**src/design/rsh_consts.svh**
```systemverilog
// Purpose: offsets, fields, reset values and timing counts of the selector
// Assumes: 50 MHz sampling clock (PLL feedback), byte-wide register map
// Notes: definitions only
`ifndef RSH_CONSTS_SVH
`define RSH_CONSTS_SVH

`define RSH_CLK_MHZ 50
`define RSH_OFS_CAL_CTRL 8'h0E
`define RSH_OFS_BAND_OVR 8'h10
`define RSH_OFS_SW_MODE 8'h29
`define RSH_CAL_GO_BIT 7
`define RSH_CAL_EN_BIT 2
`define RSH_BAND_EN_BIT 0
`define RSH_BAND_MSB 7
`define RSH_BAND_LSB 1
`define RSH_MODE_MSB 7
`define RSH_MODE_LSB 6
`define RSH_CAL_CTRL_RST 8'h00
`define RSH_BAND_OVR_RST 8'h00
`define RSH_SW_MODE_RST 8'h00
`define RSH_FB_DIV_MIN 20'h0_0020
`define RSH_FB_DIV_LOW_BW 20'h0_4000
`define RSH_DET_WINDOW_NS 2000
`define RSH_DET_WINDOW_CYC ((`RSH_DET_WINDOW_NS * `RSH_CLK_MHZ) / 1000)
`define RSH_CAL_SETTLE_NS 1000
`define RSH_CAL_SETTLE_CYC ((`RSH_CAL_SETTLE_NS * `RSH_CLK_MHZ + 999) / 1000)

`endif

```
**src/design/rsh_pkg.sv**
```systemverilog
// Purpose: shared types of the reference selector
// Assumes: nothing beyond the constants header
// Notes: types only, numbers live in rsh_consts.svh
package rsh_pkg;
    // Switchover mode field encoding
    typedef enum logic [1:0] {
        RSH_MODE_REVERT = 2'b00,
        RSH_MODE_NONREV = 2'b01,
        RSH_MODE_MAN_PRI = 2'b10,
        RSH_MODE_MAN_SEC = 2'b11
    } rsh_mode_t;

    // Input routed to the PLL
    typedef enum logic [1:0] {
        RSH_SEL_NONE = 2'b00,
        RSH_SEL_PRI = 2'b01,
        RSH_SEL_SEC = 2'b10,
        RSH_SEL_CRYSTAL_INPUT = 2'b11
    } rsh_sel_t;

    // Calibration sequencer states
    typedef enum logic [1:0] {
        RSH_CAL_IDLE = 2'b00,
        RSH_CAL_SETTLE = 2'b01,
        RSH_CAL_DECIDE = 2'b10,
        RSH_CAL_GAIN = 2'b11
    } rsh_cal_state_t;
endpackage

```
**src/design/rsh_cal_if.sv**
```systemverilog
// Purpose: handshake between selector top and calibration sequencer
// Assumes: one clock domain
// Notes: start is a one-cycle pulse, busy a level
`timescale 1ns/1ps
interface rsh_cal_if #(parameter int BAND_W = 7);
    logic start;
    logic busy;
    logic [BAND_W-1:0] band;

    modport ctrl (output start, input busy, input band);
    modport seq (input start, output busy, output band);
endinterface

```
**src/design/rsh_presence_det.sv**
```systemverilog
// Purpose: signal presence detector for one clock input
// Assumes: sampled by the PLL feedback clock, which always runs
// Notes: present while an edge was seen within the last window
`timescale 1ns/1ps
module rsh_presence_det #(
    parameter int WINDOW = 100,
    parameter int CNT_W = 16
) (
    input wire logic clk_in,
    input wire logic sys_rst_in,
    input wire logic sig_in,
    output logic present_out
);
    logic sync1_r;
    logic sync2_r;
    logic prev_r;
    logic [CNT_W-1:0] quiet_r;

    // Two-stage synchroniser, first stage feeds only the second
    always_ff @(posedge clk_in) begin
        sync1_r <= sig_in;
        sync2_r <= sync1_r;
        prev_r <= sync2_r;
    end

    // Quiet-time counter restarts on every edge of the input
    always_ff @(posedge clk_in) begin
        if (sys_rst_in) begin
            quiet_r <= '0;
            present_out <= 1'b0;
        end else if (sync2_r != prev_r) begin
            quiet_r <= '0;
            present_out <= 1'b1;
        end else if (quiet_r >= CNT_W'(WINDOW)) begin
            present_out <= 1'b0;
        end else begin
            quiet_r <= quiet_r + CNT_W'(1);
        end
    end
endmodule

```
**src/design/rsh_vco_cal.sv**
```systemverilog
// Purpose: VCO band search and gain trim sequencer
// Assumes: band comparator from the analog VCO, asynchronous to clk_in
// Notes: successive approximation, MSB first, one settle per step
`timescale 1ns/1ps
`include "rsh_consts.svh"
module rsh_vco_cal
    import rsh_pkg::*;
#(
    parameter int BAND_W = 7,
    parameter int SETTLE = `RSH_CAL_SETTLE_CYC
) (
    input wire logic clk_in,
    input wire logic sys_rst_in,
    input wire logic vco_above_in,
    rsh_cal_if.seq cal
);
    rsh_cal_state_t state_r;
    logic above1_r;
    logic above2_r;
    logic [15:0] wait_r;
    logic [BAND_W-1:0] trial_r;
    logic [BAND_W-1:0] bit_r;

    // Comparator crosses in from the analog side
    always_ff @(posedge clk_in) begin
        above1_r <= vco_above_in;
        above2_r <= above1_r;
    end

    // Search: keep a trial bit when the VCO still runs low
    always_ff @(posedge clk_in) begin
        if (sys_rst_in) begin
            state_r <= RSH_CAL_IDLE;
            wait_r <= '0;
            trial_r <= '0;
            bit_r <= '0;
            cal.band <= '0;
            cal.busy <= 1'b0;
        end else begin
            unique case (state_r)
                RSH_CAL_IDLE: begin
                    if (cal.start) begin
                        bit_r <= {1'b1, {(BAND_W-1){1'b0}}};
                        trial_r <= {1'b1, {(BAND_W-1){1'b0}}};
                        cal.band <= {1'b1, {(BAND_W-1){1'b0}}};
                        wait_r <= 16'(SETTLE);
                        cal.busy <= 1'b1;
                        state_r <= RSH_CAL_SETTLE;
                    end
                end
                RSH_CAL_SETTLE: begin
                    if (wait_r <= 16'h0001) begin
                        state_r <= RSH_CAL_DECIDE;
                    end else begin
                        wait_r <= wait_r - 16'h0001;
                    end
                end
                RSH_CAL_DECIDE: begin
                    // Drop the bit if the band overshoots
                    if (above2_r) begin
                        trial_r <= (trial_r & ~bit_r) | (bit_r >> 1);
                        cal.band <= (trial_r & ~bit_r) | (bit_r >> 1);
                    end else begin
                        trial_r <= trial_r | (bit_r >> 1);
                        cal.band <= trial_r | (bit_r >> 1);
                    end
                    bit_r <= bit_r >> 1;
                    wait_r <= 16'(SETTLE);
                    state_r <= (bit_r == BAND_W'(1)) ? RSH_CAL_GAIN
                                                     : RSH_CAL_SETTLE;
                    if (bit_r == BAND_W'(1)) begin
                        cal.band <= above2_r ? (trial_r & ~bit_r) : trial_r;
                    end
                end
                RSH_CAL_GAIN: begin
                    // Gain trim settles over one more window
                    if (wait_r <= 16'h0001) begin
                        cal.busy <= 1'b0;
                        state_r <= RSH_CAL_IDLE;
                    end else begin
                        wait_r <= wait_r - 16'h0001;
                    end
                end
            endcase
        end
    end
endmodule

```
**src/design/rsh_switchover.sv**
```systemverilog
// Purpose: reference switchover, holdover and PLL control logic
// Assumes: clk_in is the PLL feedback clock, always running
// Notes: register port is the serial controller's internal write/read side
`timescale 1ns/1ps
`include "rsh_consts.svh"

module rsh_switchover
    import rsh_pkg::*;
#(
    parameter int BAND_W = 7,
    parameter int DIV_W = 20,
    parameter int DET_WINDOW = `RSH_DET_WINDOW_CYC,
    parameter int CAL_SETTLE = `RSH_CAL_SETTLE_CYC
) (
    input wire logic clk_in,
    input wire logic sys_rst_in,
    input wire logic primary_reference_input_in,
    input wire logic secondary_reference_input_in,
    input wire logic crystal_input_in,
    input wire logic force_secondary_pin_in,
    input wire logic [3:0] freq_sel_a_in,
    input wire logic [5:0] freq_sel_y_in,
    input wire logic reg_wr_in,
    input wire logic [7:0] reg_addr_in,
    input wire logic [7:0] reg_wdata_in,
    input wire logic [DIV_W-1:0] fb_div_in,
    input wire logic pri_prescale_in,
    input wire logic pri_double_in,
    input wire logic sec_prescale_in,
    input wire logic sec_double_in,
    input wire logic vco_above_in,
    output logic [7:0] reg_rdata_out,
    output logic [1:0] ref_select_out,
    output logic holdover_out,
    output logic [2:0] present_out,
    output logic [BAND_W-1:0] vco_band_out,
    output logic cal_busy_out,
    output logic drivers_static_out,
    output logic [DIV_W-1:0] fb_div_out,
    output logic low_bw_filter_out,
    output logic [1:0] pri_path_out,
    output logic [1:0] sec_path_out
);
    rsh_cal_if #(.BAND_W(BAND_W)) cal_bus ();

    logic pri_ok;
    logic sec_ok;
    logic crystal_input_ok;
    logic force1_r;
    logic force2_r;
    logic [9:0] pins1_r;
    logic [9:0] pins2_r;
    logic spi_mode;
    logic wr_ok;
    logic [7:0] cal_ctrl_r;
    logic [7:0] band_ovr_r;
    logic [7:0] sw_mode_r;
    logic cal_req_r;
    logic boot_r;
    logic start_r;
    rsh_mode_t mode;
    rsh_sel_t sel_r;
    rsh_sel_t sel_nxt;
    logic [DIV_W-1:0] div_nxt;

    // One detector per input, all on the feedback clock
    rsh_presence_det #(.WINDOW(DET_WINDOW), .CNT_W(16)) u_det_pri (
        .clk_in(clk_in),
        .sys_rst_in(sys_rst_in),
        .sig_in(primary_reference_input_in),
        .present_out(pri_ok)
    );
    rsh_presence_det #(.WINDOW(DET_WINDOW), .CNT_W(16)) u_det_sec (
        .clk_in(clk_in),
        .sys_rst_in(sys_rst_in),
        .sig_in(secondary_reference_input_in),
        .present_out(sec_ok)
    );
    rsh_presence_det #(.WINDOW(DET_WINDOW), .CNT_W(16)) u_det_crystal_input (
        .clk_in(clk_in),
        .sys_rst_in(sys_rst_in),
        .sig_in(crystal_input_in),
        .present_out(crystal_input_ok)
    );

    // Band search sequencer, 7-bit code covers all 128 bands
    rsh_vco_cal #(.BAND_W(BAND_W), .SETTLE(CAL_SETTLE)) u_cal (
        .clk_in(clk_in),
        .sys_rst_in(sys_rst_in),
        .vco_above_in(vco_above_in),
        .cal(cal_bus.seq)
    );

    // Pins are asynchronous: two flops before use
    always_ff @(posedge clk_in) begin
        force1_r <= force_secondary_pin_in;
        force2_r <= force1_r;
        pins1_r <= {freq_sel_a_in, freq_sel_y_in};
        pins2_r <= pins1_r;
    end

    // Serial mode when either the A or the Y selection pins are all zero
    assign spi_mode = (pins2_r[9:6] == 4'h0) || (pins2_r[5:0] == 6'h00);
    assign wr_ok = reg_wr_in && spi_mode;
    assign mode = rsh_mode_t'(sw_mode_r[`RSH_MODE_MSB:`RSH_MODE_LSB]);

    // Register map writes; mode resets to revertive
    always_ff @(posedge clk_in) begin
        if (sys_rst_in) begin
            cal_ctrl_r <= `RSH_CAL_CTRL_RST;
            band_ovr_r <= `RSH_BAND_OVR_RST;
            sw_mode_r <= `RSH_SW_MODE_RST;
        end else if (wr_ok) begin
            if (reg_addr_in == `RSH_OFS_CAL_CTRL) begin
                cal_ctrl_r <= reg_wdata_in & ~(8'h01 << `RSH_CAL_GO_BIT);
            end
            if (reg_addr_in == `RSH_OFS_BAND_OVR) begin
                band_ovr_r <= reg_wdata_in & 8'hFE;
            end
            if (reg_addr_in == `RSH_OFS_SW_MODE) begin
                sw_mode_r <= reg_wdata_in;
            end
        end
    end

    // Calibrate request: needs the enable, cleared when launched
    always_ff @(posedge clk_in) begin
        if (sys_rst_in) begin
            cal_req_r <= 1'b0;
        end else if (wr_ok && reg_addr_in == `RSH_OFS_CAL_CTRL &&
                     reg_wdata_in[`RSH_CAL_GO_BIT] &&
                     reg_wdata_in[`RSH_CAL_EN_BIT]) begin
            cal_req_r <= 1'b1;
        end else if (start_r) begin
            cal_req_r <= 1'b0;
        end
    end

    // Start pulse; boot flag launches one run after reset
    always_ff @(posedge clk_in) begin
        if (sys_rst_in) begin
            boot_r <= 1'b1;
            start_r <= 1'b0;
        end else begin
            start_r <= (boot_r || cal_req_r) && !start_r &&
                       !cal_bus.busy;
            if (start_r) begin
                boot_r <= 1'b0;
            end
        end
    end
    assign cal_bus.start = start_r;

    // Register readback; calibrate bit reads back as pending or running
    always_ff @(posedge clk_in) begin
        if (sys_rst_in) begin
            reg_rdata_out <= 8'h00;
        end else begin
            unique case (reg_addr_in)
                `RSH_OFS_CAL_CTRL: reg_rdata_out <= cal_ctrl_r |
                    (8'((cal_req_r || cal_bus.busy)) << `RSH_CAL_GO_BIT);
                `RSH_OFS_BAND_OVR: reg_rdata_out <= band_ovr_r;
                `RSH_OFS_SW_MODE: reg_rdata_out <= sw_mode_r;
                default: reg_rdata_out <= 8'h00;
            endcase
        end
    end

    // Selection decision from detector outputs each cycle
    always_comb begin
        sel_nxt = RSH_SEL_NONE; // Nothing present: wait
        unique case (mode)
            RSH_MODE_MAN_PRI: begin
                // No holdover in manual modes
                if (force2_r && sec_ok) begin
                    sel_nxt = RSH_SEL_SEC;
                end else if (pri_ok) begin
                    sel_nxt = RSH_SEL_PRI;
                end
            end
            RSH_MODE_MAN_SEC: begin
                if (sec_ok) begin
                    sel_nxt = RSH_SEL_SEC;
                end
            end
            RSH_MODE_NONREV: begin
                if (sec_ok && (force2_r || sel_r == RSH_SEL_SEC)) begin
                    sel_nxt = RSH_SEL_SEC;
                end else if (pri_ok) begin
                    sel_nxt = RSH_SEL_PRI;
                end else if (sec_ok) begin
                    sel_nxt = RSH_SEL_SEC;
                end else if (crystal_input_ok) begin
                    sel_nxt = RSH_SEL_CRYSTAL_INPUT;
                end
            end
            RSH_MODE_REVERT: begin
                if (force2_r && sec_ok) begin
                    sel_nxt = RSH_SEL_SEC;
                end else if (pri_ok) begin
                    sel_nxt = RSH_SEL_PRI;
                end else if (sec_ok) begin
                    sel_nxt = RSH_SEL_SEC;
                end else if (crystal_input_ok) begin
                    sel_nxt = RSH_SEL_CRYSTAL_INPUT;
                end
            end
        endcase
    end

    // Mux select comes from one flop so it never glitches
    always_ff @(posedge clk_in) begin
        if (sys_rst_in) begin
            sel_r <= RSH_SEL_NONE;
            ref_select_out <= RSH_SEL_NONE;
            holdover_out <= 1'b0;
            present_out <= 3'h0;
        end else begin
            sel_r <= sel_nxt;
            ref_select_out <= sel_nxt;
            holdover_out <= (sel_nxt == RSH_SEL_CRYSTAL_INPUT);
            present_out <= {crystal_input_ok, sec_ok, pri_ok};
        end
    end

    // Band source and static drivers while calibrating
    always_ff @(posedge clk_in) begin
        if (sys_rst_in) begin
            vco_band_out <= '0;
            cal_busy_out <= 1'b0;
            drivers_static_out <= 1'b1;
        end else begin
            vco_band_out <= cal_ctrl_r[`RSH_BAND_EN_BIT] ?
                band_ovr_r[`RSH_BAND_MSB:`RSH_BAND_LSB] :
                cal_bus.band;
            cal_busy_out <= cal_bus.busy;
            drivers_static_out <= cal_bus.busy || boot_r ||
                                  start_r;
        end
    end

    // Divider clamped to its floor; sets VCO = phase_detector_frequency * N
    assign div_nxt = (fb_div_in < DIV_W'(`RSH_FB_DIV_MIN)) ?
                     DIV_W'(`RSH_FB_DIV_MIN) : fb_div_in;

    // Divider, filter choice and reference path settings
    always_ff @(posedge clk_in) begin
        if (sys_rst_in) begin
            fb_div_out <= DIV_W'(`RSH_FB_DIV_MIN);
            low_bw_filter_out <= 1'b0;
            pri_path_out <= 2'b00;
            sec_path_out <= 2'b00;
        end else begin
            fb_div_out <= div_nxt;
            low_bw_filter_out <=
                (div_nxt >= DIV_W'(`RSH_FB_DIV_LOW_BW));
            // Bit 1: divide-by-five ahead of bit 0: doubler
            pri_path_out <= {pri_prescale_in, pri_double_in};
            sec_path_out <= {sec_prescale_in, sec_double_in};
        end
    end
endmodule

```
**config.mk**
```make
export PLATFORM = sky130hd
export DESIGN_NAME = rsh_switchover
export DESIGN_NICKNAME = d
export VERILOG_FILES = /design/src/design/rsh_pkg.sv /design/src/design/rsh_cal_if.sv /design/src/design/rsh_presence_det.sv /design/src/design/rsh_vco_cal.sv /design/src/design/rsh_switchover.sv
export VERILOG_INCLUDE_DIRS = /design/src /design/src/design
export SDC_FILE = /design/constraint.sdc
export NUM_CORES = 1
export LEC_CHECK = 0
export ABC_AREA = 1
export ABC_CLOCK_PERIOD_IN_PS = 2290
export BUFFER_PORTS_ARGS = -buffer_cell sky130_fd_sc_hd__buf_2
export CAP_MARGIN = 15
export CORE_MARGIN = 3
export CORE_UTILIZATION = 25
export CTS_BUF_LIST = sky130_fd_sc_hd__clkbuf_8
export DETAILED_ROUTE_END_ITERATION = 8
export PLACE_DENSITY = 0.5
export SYNTH_ARGS = -nofsm -noshare
export SYNTH_HDL_FRONTEND = slang
export SYNTH_HIERARCHICAL = 1
export SYNTH_SLANG_ARGS = --single-unit
```
**constraint.sdc**
```tcl
create_clock -name clk_in -period 2.29 [get_ports clk_in]
set_input_delay 0.1145 -clock clk_in [delete_from_list [all_inputs] [get_ports clk_in]]
set_output_delay 0.1145 -clock clk_in [all_outputs]
set_load 0.02 [all_outputs]
```
==> impl_metrics.env <==
export IMPL_status="finished clean"
export IMPL_seq_area_um2=3940
export IMPL_cts_resized=0
export IMPL_synth_area_top_cells="dfxtp_1 51%, nand2_1 9.0%, inv_1 6.6%"
export IMPL_grt_max_degree=26
export IMPL_power_per_cell_area_nw_per_um2=841
export IMPL_fmax_mhz=540
export IMPL_fp_dieH_um=183
export IMPL_clk_pin_slew_worst_paths_ns=0.11
export IMPL_syn_inst=980
export IMPL_root_buffer="clkbuf_8"
export IMPL_diodes=0
export IMPL_critical_path_class="reg2reg"
export IMPL_rows=64
export IMPL_tightest_slew_ns=0.738
export IMPL_max_cap_violations=0
export IMPL_final_fill_count=3324
export IMPL_antenna_found_initial=0
export IMPL_ys_seq_area_share_pct=50.6
export IMPL_ys_types=36
export IMPL_crit_path_max_incr_delay_ns=0.37
export IMPL_clkLatencyLatePin_ns=0.48
export IMPL_hp_class="in2reg"
export IMPL_syn_nets=1046
export IMPL_clk_path_buf_depth=2
export IMPL_fin_nets=1199
export IMPL_cts_tree="yes"
export IMPL_finalSetupTns_ns=0
export IMPL_yosys_warnings=6
export IMPL_initial_core_util_pct=25.4
export IMPL_rsz0062_at_grt="false"
export IMPL_min_period_ns=1.85
export IMPL_cp_cell_sequence="inv_1, ha_1, inv_2, nand2_1, nand2_1, nor2_2, nand2_4, o21ai_4, nor2_1, nor2_2, nor2_2"
export IMPL_drv_slew=0
export IMPL_placed_area_um2=8690
export IMPL_routedWlPerCell_um=12.0
export IMPL_leakagePower_nw=4.32
export IMPL_viasPerCell=4.14
export IMPL_coreArea_um2=30700
export IMPL_hpwl_um=13300
export IMPL_cp_required_ns=2.65
export IMPL_gp_congestion=0.821
export IMPL_crit_buf_inv=2
export IMPL_syn_area_um2=7790
export IMPL_grt_use_total_pct=11.1
export IMPL_ir_drop_v=0.000475
export IMPL_cts_buffers=17
export IMPL_route_detailed_drc=0
export IMPL_setup_viol_count_final=0
export IMPL_r2r_setup_slack_ns=0.44
export IMPL_path_delay_family="simple AND/OR/NAND/NOR gates"
export IMPL_crit_path_max_fanout=12
export IMPL_drt_iter0_markers=274
export IMPL_area_delta_synth_final_pct=23.0
export IMPL_first_pass_iters=4
export IMPL_overflow=0
export IMPL_maxSlewHeadroom_pct=50.8
export IMPL_multi_input_area_um2=3110
export IMPL_grt_pass1_wl_um=30100
export IMPL_critPathMostFrequentCell="nor2_2"
export IMPL_ys_seq_elements=197
export IMPL_start_kind="flop"
export IMPL_hold_violations=0
export IMPL_cts_htree_levels=4
export IMPL_die_width_um=183
export IMPL_synth_avg_cell_area_um2=7.95
export IMPL_dieArea_um2=33300
export IMPL_drive_gt1_share_pct=19.9
export IMPL_cp_slowest_cell="o21ai_4"
export IMPL_clock_sinks=197
export IMPL_end_kind="flop"
export IMPL_drt_antenna_violating_nets=0
export IMPL_final_area_um2=9580
export IMPL_skew_ns=0.0190
export IMPL_num_vias=6379
export IMPL_min_period_over_period_pct=80.9
export IMPL_yosysTopAreaCellShare_pct=50.6
export IMPL_portBuffers=105
export IMPL_grt_pass1_vias=6036
export IMPL_num_io_pins=106
export IMPL_wirelength_um=18500
export IMPL_cp_arrival_ns=2.21
export IMPL_yosysTopAreaCell="dfxtp_1"
[power breakdown]
part	switching (mW)	total [mW]	internal (mW)
clock network	1.43	2.28	0.848
registers	0.174	3.82	3.64
logic	1.29	1.96	0.672
[routing by layer]
layer	up-vias	track usage [%]	wire length, um
met5	-	0	0
met4	0	3.38	249
met3	11	2.63	767
met2	110	18.6	8880
met1	2895	14.1	8620
li1	3363	-	-
[worst paths after layout]
check	startpoint	to	cells after the start
worst min-delay path	reg_wr_in	cal_ctrl_r[3]$_SDFFE_PP0P_	5
worst min register to register	pins1_r[9]$_DFF_P_	pins2_r[9]$_DFF_P_	0
worst max-delay path	u_cal/wait_r[0]$_SDFFE_PP0P_	u_cal/wait_r[15]$_SDFFE_PP0P_	11
worst max register to register	u_cal/wait_r[0]$_SDFFE_PP0P_	u_cal/wait_r[15]$_SDFFE_PP0P_	11
[synthesized netlist by cell type, drive strengths merged]
| cell type | number |
|---|---|
| o21bai | 3 |
| inv | 147 |
| nor2 | 165 |
| o21ai | 26 |
| nor3 | 5 |
| o211ai | 12 |
| and2 | 1 |
| o22ai | 1 |
| nor3b | 2 |
| ha | 8 |
| nand2 | 207 |
| nand3 | 83 |
| buf | 16 |
| nand3b | 1 |
| a32o | 1 |
| clkbuf | 11 |
| o32ai | 5 |
| dfxtp | 197 |
| a21oi | 66 |
| or2 | 2 |
| nand4 | 13 |
| xor2 | 8 |
[stage by stage]
step	std cells	hold WS (ns)	worst slack (ns)	power [mW]	utilization, %
2_1_floorplan	980	0.142	0.699	5.36	-
3_3_place_gp	1462	0.217	0.477	5.77	28.3
3_5_place_dp	1462	0.218	0.448	5.81	28.3
4_1_cts	1541	0.0652	0.431	8.20	31.2
5_1_grt	1541	0.0925	0.300	8.58	31.2
6_report	1541	0.0986	0.437	8.05	31.2
[final cells by class]
class	count	area share, %
Tap cell	396	5.17
Clock buffer	17	2.44
Clock inverter	14	1.88
Inverter	147	5.76
Timing Repair Buffer	161	11.1
Multi-Input combinational cell	609	32.5
Sequential cell	197	41.2
[layout by cell type (no fill, tap or decap), drive strengths merged, types with 12 or more instances in the layout]
master,synthesis,layout
o211ai,12,12
buf,16,113
dfxtp,197,197
nand3,83,83
clkbuf,11,17
nor2,165,165
nand4,13,13
inv,147,155
o21ai,26,26
a21oi,66,66
dlygate4sd3,0,48
nand2,207,207
[worst reg2reg max path: stages (launching register included)]
cell and delay [ns]:
dfxtp_1 0.34, inv_1 0.13, ha_1 0.28, inv_2 0.04, nand2_1 0.06, nand2_1 0.06
nor2_2 0.12, nand2_4 0.09, o21ai_4 0.38, nor2_1 0.12, nor2_2 0.11, nor2_2 0.03
[flip-flops by register name (all words and copies together), names as in the netlist, 2 cells and up]
| register | cells |
|---|---|
| sel_r | 2 |
| sw_mode_r | 8 |
| u_det_crystal_input/quiet_r | 16 |
| u_det_sec/quiet_r | 16 |
| vco_band_out | 7 |
| u_cal/bit_r | 7 |
| pri_path_out | 2 |
| u_cal/trial_r | 7 |
| pins1_r | 10 |
| cal_ctrl_r | 7 |
| pins2_r | 10 |
| u_cal/cal.band | 7 |
| u_cal/wait_r | 16 |
| u_cal/state_r | 2 |
| band_ovr_r | 7 |
| fb_div_out | 20 |
| u_det_pri/quiet_r | 16 |
| sec_path_out | 2 |
| reg_rdata_out | 8 |
| present_out | 3 |
[repair_timing]
| item | in CTS | in global routing |
|---|---|---|
| setup buffers | 0 | 0 |
| hold buffers | 48 | 0 |
| setup endpoints to repair | 0 | 0 |
| hold endpoints to repair | 66 | 0 |
[cell families after synthesis]
group,share of synthesized area (%)
AO/OA/AOI/OAI,8.80
XOR/XNOR,0.899
adder cells (fa/ha/maj),1.28
buffers and inverters,9.44
flip-flops,50.6
AND/OR/NAND/NOR,28.9
(Power assumes the default switching activity.)
